--- src/pkg/erxdma_pkg.sv ---
package erxdma_pkg;

   // =====================================================================
   // register map: word indices, byte address is four times the index
   // =====================================================================
   localparam int          ADDR_W          = 14;
   localparam int          IDX_W           = 12;
   localparam logic [11:0] IDX_RX_CONFIG   = 12'h003;
   localparam logic [11:0] IDX_RX_EVENT    = 12'h004;
   localparam logic [11:0] IDX_BUF_CONFIG  = 12'h00B;
   localparam logic [11:0] IDX_BUF_EVENT   = 12'h00C;
   localparam logic [11:0] IDX_MISSED      = 12'h010;
   localparam logic [11:0] IDX_BUS_CONTROL = 12'h017;
   localparam logic [11:0] IDX_CHAN_SEL    = 12'h024;
   localparam logic [11:0] IDX_FRAME_START = 12'h026;
   localparam logic [11:0] IDX_FRAMES      = 12'h028;
   localparam logic [11:0] IDX_BYTES       = 12'h02A;
   localparam logic [11:0] IDX_RX_STATUS   = 12'h400;
   localparam logic [11:0] IDX_RX_LENGTH   = 12'h402;

   // =====================================================================
   // field positions and reset values
   // =====================================================================
   localparam int          CFG_STREAM_BIT    = 7;
   localparam int          CFG_DMA_ONLY_BIT  = 9;
   localparam int          CFG_AUTO_DMA_BIT  = 10;
   localparam int          BUFFER_CONFIG_REG_IRQ_EN_BIT = 7;
   localparam int          BUFEV_FLAG_BIT    = 7;
   localparam int          BUS_CONTROL_REG_RESET_BIT  = 6;
   localparam int          BUS_CONTROL_REG_BURST_BIT  = 11;
   localparam int          BUS_CONTROL_REG_SIZE_BIT   = 13;
   localparam int          FRAMES_W          = 12;
   localparam int          NUM_CHAN          = 3;
   localparam logic [1:0]  CHAN_MAX          = 2'h2;
   localparam logic [15:0] REG_RESET         = 16'h0000;
   localparam logic [15:0] MASK_16K          = 16'h3FFF;
   localparam logic [15:0] MASK_64K          = 16'hFFFF;
   localparam logic [16:0] HDR_ROUND         = 17'h00007;
   localparam logic [16:0] ALIGN_MASK        = 17'h1FFFC;
   localparam logic [16:0] HDR_BYTES         = 17'h00004;

   // =====================================================================
   // timing
   // =====================================================================
   localparam int          CLK_MHZ        = 40;
   localparam int          BURST_ON_NS    = 28000;
   localparam int          BURST_OFF_NS   = 1300;
   localparam int          BURST_ON_CYC   = BURST_ON_NS * CLK_MHZ / 1000;
   localparam int          BURST_OFF_CYC  = (BURST_OFF_NS * CLK_MHZ + 999)
                                            / 1000;
   localparam logic [10:0] BURST_ON_LAST  = 11'(BURST_ON_CYC - 1);
   localparam logic [10:0] BURST_OFF_LAST = 11'(BURST_OFF_CYC - 1);

   // =====================================================================
   // types
   // =====================================================================
   typedef enum logic [1:0]
   {
      ST_IDLE = 2'h0,
      ST_XFER = 2'h1,
      ST_DONE = 2'h3,
      ST_GAP  = 2'h2
   } erxdma_state_type;

   typedef struct packed
   {
      logic [ADDR_W-1:0] addr;
      logic [15:0]       wdata;
      logic              wr;
      logic              rd;
   } erxdma_bus_req_type;

   typedef struct packed
   {
      logic [15:0] status;
      logic [15:0] length;
   } erxdma_frame_desc_type;

endpackage

--- src/design/erxdma_engine.sv ---
// Our own choice: strobed register access.
`timescale 1ns/10ps
`default_nettype none

module erxdma_engine
   import erxdma_pkg::*;
(
   input  wire logic                  i_ref_clk,
   input  wire logic                  i_rst_n,
   input  wire erxdma_bus_req_type    i_bus,
   output logic [15:0]                o_rdata,
   input  wire logic                  i_frame_ready,
   input  wire erxdma_frame_desc_type i_frame,
   input  wire logic [15:0]           i_frame_data,
   output logic                       o_frame_take,
   output logic                       o_frame_release,
   input  wire logic                  i_frame_missed,
   input  wire logic                  i_stream_cycle_end,
   input  wire logic [15:0]           i_rx_event,
   output logic [NUM_CHAN-1:0]        o_dma_request,
   input  wire logic [NUM_CHAN-1:0]   i_dma_ack_n,
   output logic [15:0]                o_dma_data,
   output logic                       o_dma_data_valid,
   output logic [15:0]                o_dma_offset,
   output logic                       o_irq
);

   // =====================================================================
   // state and registers
   // =====================================================================
   erxdma_state_type    state;
   erxdma_state_type    next_state;
   logic [15:0]         rx_config;
   logic [15:0]         buf_config;
   logic [15:0]         bus_control;
   logic [1:0]          chan_sel;
   logic [15:0]         frame_start;
   logic [FRAMES_W-1:0] frames_moved;
   logic [15:0]         bytes_moved;
   logic [15:0]         missed;
   logic                flag;
   logic [15:0]         rx_status_q;
   logic [15:0]         rx_len_q;
   logic [15:0]         wr_ptr;
   logic [15:0]         word_idx;
   logic [15:0]         last_idx;
   logic [15:0]         free_base;
   logic [15:0]         commit_end;
   logic                committed;
   logic [10:0]         burst_cnt;

   logic [IDX_W-1:0]    idx;
   logic                aligned;
   logic                wr_en;
   logic                rd_en;
   logic                rd_frames;
   logic                rd_bytes;
   logic                rd_missed;
   logic                rd_bufev;
   logic                dma_reset;
   logic                dma_mode;
   logic                stream;
   logic [15:0]         buf_mask;
   logic [15:0]         need_in;
   logic [15:0]         need_q;
   logic [15:0]         room;
   logic                space_ok;
   logic                ack;
   logic                take;
   logic                last_take;
   logic                frame_done;
   logic [15:0]         rd_value;

   function automatic logic [15:0] fn_need(input logic [15:0] len);
      fn_need = 16'((({1'b0, len} + HDR_ROUND) & ALIGN_MASK));
   endfunction

   // =====================================================================
   // decode
   // =====================================================================
   assign idx       = i_bus.addr[ADDR_W-1:2];
   assign aligned   = (i_bus.addr[1:0] == 2'h0);
   assign wr_en     = i_bus.wr && aligned;
   assign rd_en     = i_bus.rd && aligned;
   assign rd_frames = rd_en && (idx == IDX_FRAMES);
   assign rd_bytes  = rd_en && (idx == IDX_BYTES);
   assign rd_missed = rd_en && (idx == IDX_MISSED);
   assign rd_bufev  = rd_en && (idx == IDX_BUF_EVENT);
   assign dma_reset = wr_en && (idx == IDX_BUS_CONTROL)
                      && i_bus.wdata[BUS_CONTROL_REG_RESET_BIT];
   // dma-only wins
   // auto-switch alone is not served here, so only the dma-only bit counts
   assign dma_mode  = rx_config[CFG_DMA_ONLY_BIT];
   assign stream    = rx_config[CFG_STREAM_BIT];
   assign buf_mask  = bus_control[BUS_CONTROL_REG_SIZE_BIT] ? MASK_64K : MASK_16K;
   assign need_in   = fn_need(i_frame.length);
   assign need_q    = fn_need(rx_len_q);
   assign room      = (free_base - wr_ptr) & buf_mask;
   assign space_ok  = !committed || (need_in <= room);
   assign ack       = !i_dma_ack_n[chan_sel];
   assign take      = (state == ST_XFER) && o_dma_data_valid && ack
                      && o_dma_request[chan_sel];
   assign last_take = take && (word_idx == last_idx);
   assign frame_done = (state == ST_DONE);

   // =====================================================================
   // transfer sequencer
   // =====================================================================
   always_comb
   begin
      next_state = state;
      case (state)
         ST_IDLE:
            // whole frame ready
            // ready may still stand while the old release pulse does
            if (dma_mode && i_frame_ready && space_ok && !o_frame_release)
               next_state = ST_XFER;
         ST_XFER:
            if (last_take)
               next_state = ST_DONE;
            else if (bus_control[BUS_CONTROL_REG_BURST_BIT]
                     && burst_cnt == BURST_ON_LAST)
               next_state = ST_GAP;
         ST_GAP:
            if (burst_cnt == BURST_OFF_LAST)
               next_state = ST_XFER;
         ST_DONE:
            next_state = ST_IDLE;
         default:
            next_state = ST_IDLE;
      endcase
   end

   always_ff @(posedge i_ref_clk or negedge i_rst_n)
   begin
      if (!i_rst_n)
         state <= ST_IDLE;
      else
         state <= next_state;
   end

   always_ff @(posedge i_ref_clk or negedge i_rst_n)
   begin
      if (!i_rst_n)
         burst_cnt <= 11'h000;
      else if (next_state != state)
         burst_cnt <= 11'h000;
      else
         burst_cnt <= burst_cnt + 11'h001;
   end

   always_ff @(posedge i_ref_clk or negedge i_rst_n)
   begin
      if (!i_rst_n)
         o_dma_request <= 3'h0;
      else if (next_state == ST_XFER)
         o_dma_request <= 3'(3'h1 << chan_sel);
      else
         o_dma_request <= 3'h0;
   end

   // =====================================================================
   // word path
   // =====================================================================
   always_ff @(posedge i_ref_clk or negedge i_rst_n)
   begin
      if (!i_rst_n)
      begin
         rx_status_q      <= REG_RESET;
         rx_len_q         <= REG_RESET;
         last_idx         <= REG_RESET;
         word_idx         <= REG_RESET;
         o_dma_offset     <= REG_RESET;
         o_dma_data       <= REG_RESET;
         o_dma_data_valid <= 1'b0;
         o_frame_take     <= 1'b0;
      end
      else if (state == ST_IDLE && next_state == ST_XFER)
      begin
         rx_status_q      <= i_frame.status;
         rx_len_q         <= i_frame.length;
         last_idx         <= 16'((({1'b0, i_frame.length} + 17'h00001)
                                  >> 1) + 17'h00001);
         word_idx         <= REG_RESET;
         o_dma_offset     <= wr_ptr;
         o_dma_data_valid <= 1'b0;
         o_frame_take     <= 1'b0;
      end
      else if (take)
      begin
         o_dma_data_valid <= 1'b0;
         word_idx         <= word_idx + 16'h0001;
         o_dma_offset     <= (o_dma_offset + 16'h0002) & buf_mask;
         o_frame_take     <= (word_idx >= 16'h0002);
      end
      else
      begin
         o_frame_take <= 1'b0;
         // one idle cycle after a take lets on-chip memory advance
         if ((state == ST_XFER || state == ST_GAP) && !o_dma_data_valid
             && !o_frame_take && word_idx <= last_idx)
         begin
            o_dma_data_valid <= 1'b1;
            case (word_idx)
               16'h0000: o_dma_data <= rx_status_q;
               16'h0001: o_dma_data <= rx_len_q;
               default:  o_dma_data <= i_frame_data;
            endcase
         end
      end
   end

   // =====================================================================
   // host ring bookkeeping
   // =====================================================================
   // frame end update
   always_ff @(posedge i_ref_clk or negedge i_rst_n)
   begin
      if (!i_rst_n)
      begin
         wr_ptr          <= REG_RESET;
         frame_start     <= REG_RESET;
         o_frame_release <= 1'b0;
      end
      else
      begin
         o_frame_release <= frame_done;
         if (frame_done)
         begin
            frame_start <= wr_ptr;
            wr_ptr      <= (wr_ptr + need_q) & buf_mask;
         end
         else if (dma_reset && state == ST_IDLE)
            wr_ptr <= REG_RESET;
      end
   end

   always_ff @(posedge i_ref_clk or negedge i_rst_n)
   begin
      if (!i_rst_n)
      begin
         free_base  <= REG_RESET;
         commit_end <= REG_RESET;
         committed  <= 1'b0;
      end
      else if (dma_reset)
      begin
         free_base <= REG_RESET;
         committed <= 1'b0;
      end
      else if (rd_frames)
      begin
         if (committed)
            free_base <= commit_end;
         committed  <= (frames_moved != 12'h000);
         commit_end <= wr_ptr;
      end
      else if (rd_bufev && flag && committed && frames_moved != 12'h000)
      begin
         free_base <= commit_end;
         committed <= 1'b0;
      end
   end

   // =====================================================================
   // counters and flag
   // =====================================================================
   // set beats read clear
   always_ff @(posedge i_ref_clk or negedge i_rst_n)
   begin
      if (!i_rst_n)
      begin
         frames_moved <= 12'h000;
         bytes_moved  <= REG_RESET;
      end
      else
      begin
         if (frame_done)
            frames_moved <= (rd_frames ? 12'h000 : frames_moved) + 12'h001;
         else if (rd_frames)
            frames_moved <= 12'h000;
         if (frame_done)
            bytes_moved <= (rd_bytes ? REG_RESET : bytes_moved)
                           + rx_len_q + 16'(HDR_BYTES);
         else if (rd_bytes)
            bytes_moved <= REG_RESET;
      end
   end

   always_ff @(posedge i_ref_clk or negedge i_rst_n)
   begin
      if (!i_rst_n)
         missed <= REG_RESET;
      else if (i_frame_missed)
         missed <= (rd_missed ? REG_RESET : missed) + 16'h0001;
      else if (rd_missed)
         missed <= REG_RESET;
   end

   // flag set clear
   // reading the event register never touches it
   always_ff @(posedge i_ref_clk or negedge i_rst_n)
   begin
      if (!i_rst_n)
         flag <= 1'b0;
      else if (stream ? i_stream_cycle_end : frame_done)
         flag <= 1'b1;
      else if (frames_moved == 12'h000)
         flag <= 1'b0;
   end

   always_ff @(posedge i_ref_clk or negedge i_rst_n)
   begin
      if (!i_rst_n)
         o_irq <= 1'b0;
      else
         o_irq <= flag && buf_config[BUFFER_CONFIG_REG_IRQ_EN_BIT];
   end

   // =====================================================================
   // register port
   // =====================================================================
   always_ff @(posedge i_ref_clk or negedge i_rst_n)
   begin
      if (!i_rst_n)
      begin
         rx_config   <= REG_RESET;
         buf_config  <= REG_RESET;
         bus_control <= REG_RESET;
         chan_sel    <= 2'h0;
      end
      else if (wr_en)
      begin
         case (idx)
            IDX_RX_CONFIG:   rx_config  <= i_bus.wdata;
            IDX_BUF_CONFIG:  buf_config <= i_bus.wdata;
            // reset bit acts once and is not stored
            IDX_BUS_CONTROL:
               bus_control <= i_bus.wdata & ~(16'h0001 << BUS_CONTROL_REG_RESET_BIT);
            IDX_CHAN_SEL:
               if (i_bus.wdata[1:0] <= CHAN_MAX && i_bus.wdata[15:2] == 14'h0)
                  chan_sel <= i_bus.wdata[1:0];
            default: ;
         endcase
      end
   end

   always_comb
   begin
      case (idx)
         IDX_RX_CONFIG:   rd_value = rx_config;
         IDX_RX_EVENT:    rd_value = dma_mode ? REG_RESET : i_rx_event;
         IDX_BUF_CONFIG:  rd_value = buf_config;
         IDX_BUF_EVENT:   rd_value = 16'(flag) << BUFEV_FLAG_BIT;
         IDX_MISSED:      rd_value = missed;
         IDX_BUS_CONTROL: rd_value = bus_control;
         IDX_CHAN_SEL:    rd_value = {14'h0000, chan_sel};
         IDX_FRAME_START: rd_value = frame_start;
         IDX_FRAMES:      rd_value = {4'h0, frames_moved};
         IDX_BYTES:       rd_value = bytes_moved;
         IDX_RX_STATUS:   rd_value = rx_status_q;
         IDX_RX_LENGTH:   rd_value = rx_len_q;
         default:         rd_value = REG_RESET;
      endcase
   end

   always_ff @(posedge i_ref_clk or negedge i_rst_n)
   begin
      if (!i_rst_n)
         o_rdata <= REG_RESET;
      else if (rd_en)
         o_rdata <= rd_value;
      else
         o_rdata <= REG_RESET;
   end
endmodule

`default_nettype wire

--- config.mk ---
export PLATFORM = sky130hd
export DESIGN_NAME = erxdma_engine
export DESIGN_NICKNAME = d
export VERILOG_FILES = /design/src/pkg/erxdma_pkg.sv /design/src/design/erxdma_engine.sv
export SDC_FILE = /design/constraint.sdc
export NUM_CORES = 1
export LEC_CHECK = 0
export BUFFER_PORTS_ARGS = -buffer_cell sky130_fd_sc_hd__buf_2
export CAP_MARGIN = 20
export CORE_UTILIZATION = 30
export DETAILED_ROUTE_END_ITERATION = 10
export GPL_TIMING_DRIVEN = 0
export MAX_ROUTING_LAYER = met4
export PLACE_DENSITY = 0.46
export SYNTH_ARGS = -nofsm -noshare
export SYNTH_HDL_FRONTEND = slang
export SYNTH_SLANG_ARGS = --single-unit
--- constraint.sdc ---
create_clock -name i_ref_clk -period 11.2 [get_ports i_ref_clk]
set_clock_uncertainty 0.1 [all_clocks]
set_input_delay 0.56 -clock i_ref_clk [delete_from_list [all_inputs] [get_ports i_ref_clk]]
set_output_delay 0.56 -clock i_ref_clk [all_outputs]
set_load 0.01 [all_outputs]
==> results_dict.tcl <==
set metrics [dict create \
    relSlewSlack_pct 21.6 \
    post-route-util_pct 35.9 \
    syn-mean-instance-area_um2 9.86 \
    drc 0 \
    placed_cell_area_mm2 0.0186 \
    postRouteWirelength_um 56300 \
    cts_tree "done" \
    avgRoutedWirePerCell_um 21.0 \
    peakVddDrop_mv 0.111 \
    path_clk_slew_ns 0.06 \
    synth_cell_types 87 \
    syn-num-nets 1917 \
    core_area_mm2 0.0553 \
    outcome "completed" \
    grt_start_max_net_pins 109 \
    crit_path_top_delay_cell "a2111oi_0" \
    timing.critical_path.cells "inv_1, ha_1, o21ai_0, a211oi_1, o2111ai_1, a31oi_1, nand3_1, and3_1, o21ai_0, ha_1, nand4_1, nor2_1, a2111oi_0, a21oi_1, nor3_2, buf_2, buf_4, a21oi_1" \
    clock-sinks 284 \
    tightest_slew_ns 1.16 \
    cap_violations 0 \
    min_period_ns 5.57 \
    drive_gt1_share_pct 18.8 \
    vias 14100 \
    ios 159 \
    root_buffer "clkbuf_16" \
    die_h_um 239 \
    setup_viol 0 \
    syn-cell-area_mm2 0.0169 \
    die_area_mm2 0.0572 \
    grt_pass1_wl_um 86500 \
    worstHoldPathType "in2reg" \
    async_flop_share_pct 100 \
    synth_warnings 0 \
    grt-ovfl-total 0 \
    crit_path_max_incr_delay_ns 0.63 \
    ant_nets 0 \
    yosys-top-cells-area "dfrtp_1 (42%), ha_1 (7.5%), mux2_2 (5.6%)" \
    drtPass1Iterations 7 \
    startpoint_type "flip-flop" \
    routabilityCongestion 0.868 \
    design_area_mm2 0.0198 \
    io_buffer_count 151 \
    synth-edff-count 0 \
    cts_buffers 37 \
    grt_pass1_vias 13900 \
    initialDrtViolationCount 996 \
    die_x_um 239 \
    slew_violations 0 \
    fin_total_pwr_mw 3.88 \
    ctsLongestPathBuffers 3 \
    ys_seq_elements 284 \
    cp.required_ns 11.53 \
    setup-tns-final_ns 0 \
    p_leak_nw 9.02 \
    synth_cells 1710 \
    dp_hpwl_um 43000 \
    area_delta_synth_final_pct 17.7 \
    crit_path_max_fanout 10 \
    critPathBufInv 3 \
    hold_viol 0 \
    insertion_delay_ns 0.57 \
    setup.worst_path.class "reg2reg" \
    arrival_ns 5.90 \
    antenna_found_initial 1 \
    finalCritPeriodShare_pct 49.7 \
    rsz0062_at_grt "no" \
    vias_per_cell 5.25 \
    crit_family "compound AO/OA/AOI/OAI gates" \
    start_util_pct 30.5 \
    cts.htree.levels 2 \
    synth-seq-area-share_pct 42.1 \
    cts_setup_buffers 0 \
    fin_nets 2114 \
    synth_flop_cell "dfrtp_1" \
    hold_slack_ns 0.103 \
    synth_top_area_share_pct 42.1 \
    rows 86 \
    max_freq_mhz 180 \
    grt_usage_pct 20.6 \
    worstSetupEndpointType "flip-flop" \
    post-synth-top-area-cell "dfrtp_1" \
    power.density_mw_per_mm2 196 \
]
## cells by family (layout without fill, tap and decap cells)
| group | count (synthesis) | in the layout | synth area share, % |
|---|---|---|---|
| muxes | 133 | 133 | 9.03 |
| adders and majority gates | 103 | 103 | 7.73 |
| and+or+nand+nor | 583 | 583 | 17.1 |
| AOI/OAI and AO/OA | 341 | 341 | 13.9 |
| DFF | 284 | 284 | 42.1 |
| other | 0 | 1 | 0 |
| xor gates and xnor gates | 132 | 132 | 6.85 |
| buffers and inverters | 134 | 356 | 3.23 |
## metal layers
layer | GRT usage [%] | vias up | share of wire (%)
met5 | - | - | 0
met4 | 5.48 | 0 | 2.5
met3 | 2.61 | 96 | 4.2
met2 | 33.0 | 367 | 47
met1 | 27.3 | 7029 | 46
li1 | - | 6583 | -
## synthesized netlist by cell type, drive strengths merged (20+ instances only)
cell / n
a22oi: 41
nand3: 50
xor2: 51
nand2: 193
nor4: 30
clkbuf: 45
xnor2: 81
nand2b: 20
a21oi: 71
dfrtp: 284
and2: 25
nor3: 36
mux2: 123
ha: 101
buf: 23
nand4: 26
inv: 65
nor2: 119
o21ai: 78
a31oi: 20
## per-stage QoR
stage	instances	setup slack [ns]
6_report	2681	5.63
5_1_grt	2680	5.01
3_3_place_gp	2609	3.68
4_1_cts	2679	5.46
2_1_floorplan	1710	6.56
3_5_place_dp	2614	5.33
## flip-flops by register name, indices dropped and copies added, names as in the netlist, 15 cells and up
name and flops:
bus_control 15, o_dma_offset 16, last_idx 16, o_rdata 16
missed 16, word_idx 16, rx_len_q 16, bytes_moved 16
buf_config 16, rx_config 16, o_dma_data 16, free_base 15
rx_status_q 16
## final timing paths
check                                  start          endpoint  slack [ns]  depth (start not counted)
worst min register to register  burst_cnt[0]      burst_cnt[0]        0.38                          1
worst min-delay path             i_frame[24]    rx_status_q[8]        0.10                          2
min in group asynchronous            i_rst_n       word_idx[9]        0.46                          2
worst max register to register     wr_ptr[2]  o_dma_offset[14]        5.63                         18
worst max-delay path               wr_ptr[2]  o_dma_offset[14]        5.63                         18
max in group asynchronous            i_rst_n        missed[15]        9.53                          3
## placed cells by master (no fill, tap or decap), drive strengths merged, types with 41 or more instances in the layout
cell type / synthesis / final
dfrtp: 284 / 284
nand2: 193 / 193
buf: 23 / 179
mux2: 123 / 123
nor2: 119 / 119
ha: 101 / 101
clkbuf: 45 / 90
xnor2: 81 / 81
o21ai: 78 / 78
a21oi: 71 / 71
inv: 65 / 67
xor2: 51 / 51
nand3: 50 / 50
a22oi: 41 / 41
## worst reg2reg max path, stage by stage (launching register included)
cell and delay, ns:
dfrtp_1 0.55, inv_1 0.14, ha_1 0.33, o21ai_0 0.15, a211oi_1 0.34, o2111ai_1 0.22, a31oi_1 0.30, nand3_1 0.14
and3_1 0.16, o21ai_0 0.17, ha_1 0.27, nand4_1 0.11, nor2_1 0.05, a2111oi_0 0.63, a21oi_1 0.45, nor3_2 0.52
buf_2 0.42, buf_4 0.28, a21oi_1 0.10
## final cells by class
class	instances	area [um2]
Fill cell	5667	35500
Multi-Input combinational cell	1292	9220
Buffer	68	297
Sequential cell	284	7110
Tap cell	748	936
Clock buffer	44	972
Antenna cell	1	2.50
Timing Repair Buffer	158	853
Inverter	66	248
Clock inverter	20	211
## timing repair
action / in CTS / in global routing
hold endpoints to repair: 68 / 0
gates resized for setup: 0 / 0
hold buffers: 1 / 0
## report_power, final
group	internal, mW	switching (mW)
Sequential	1.19	0.208
Clock	0.693	0.492
Combinational	0.557	0.746
(Power assumes the default switching activity.)
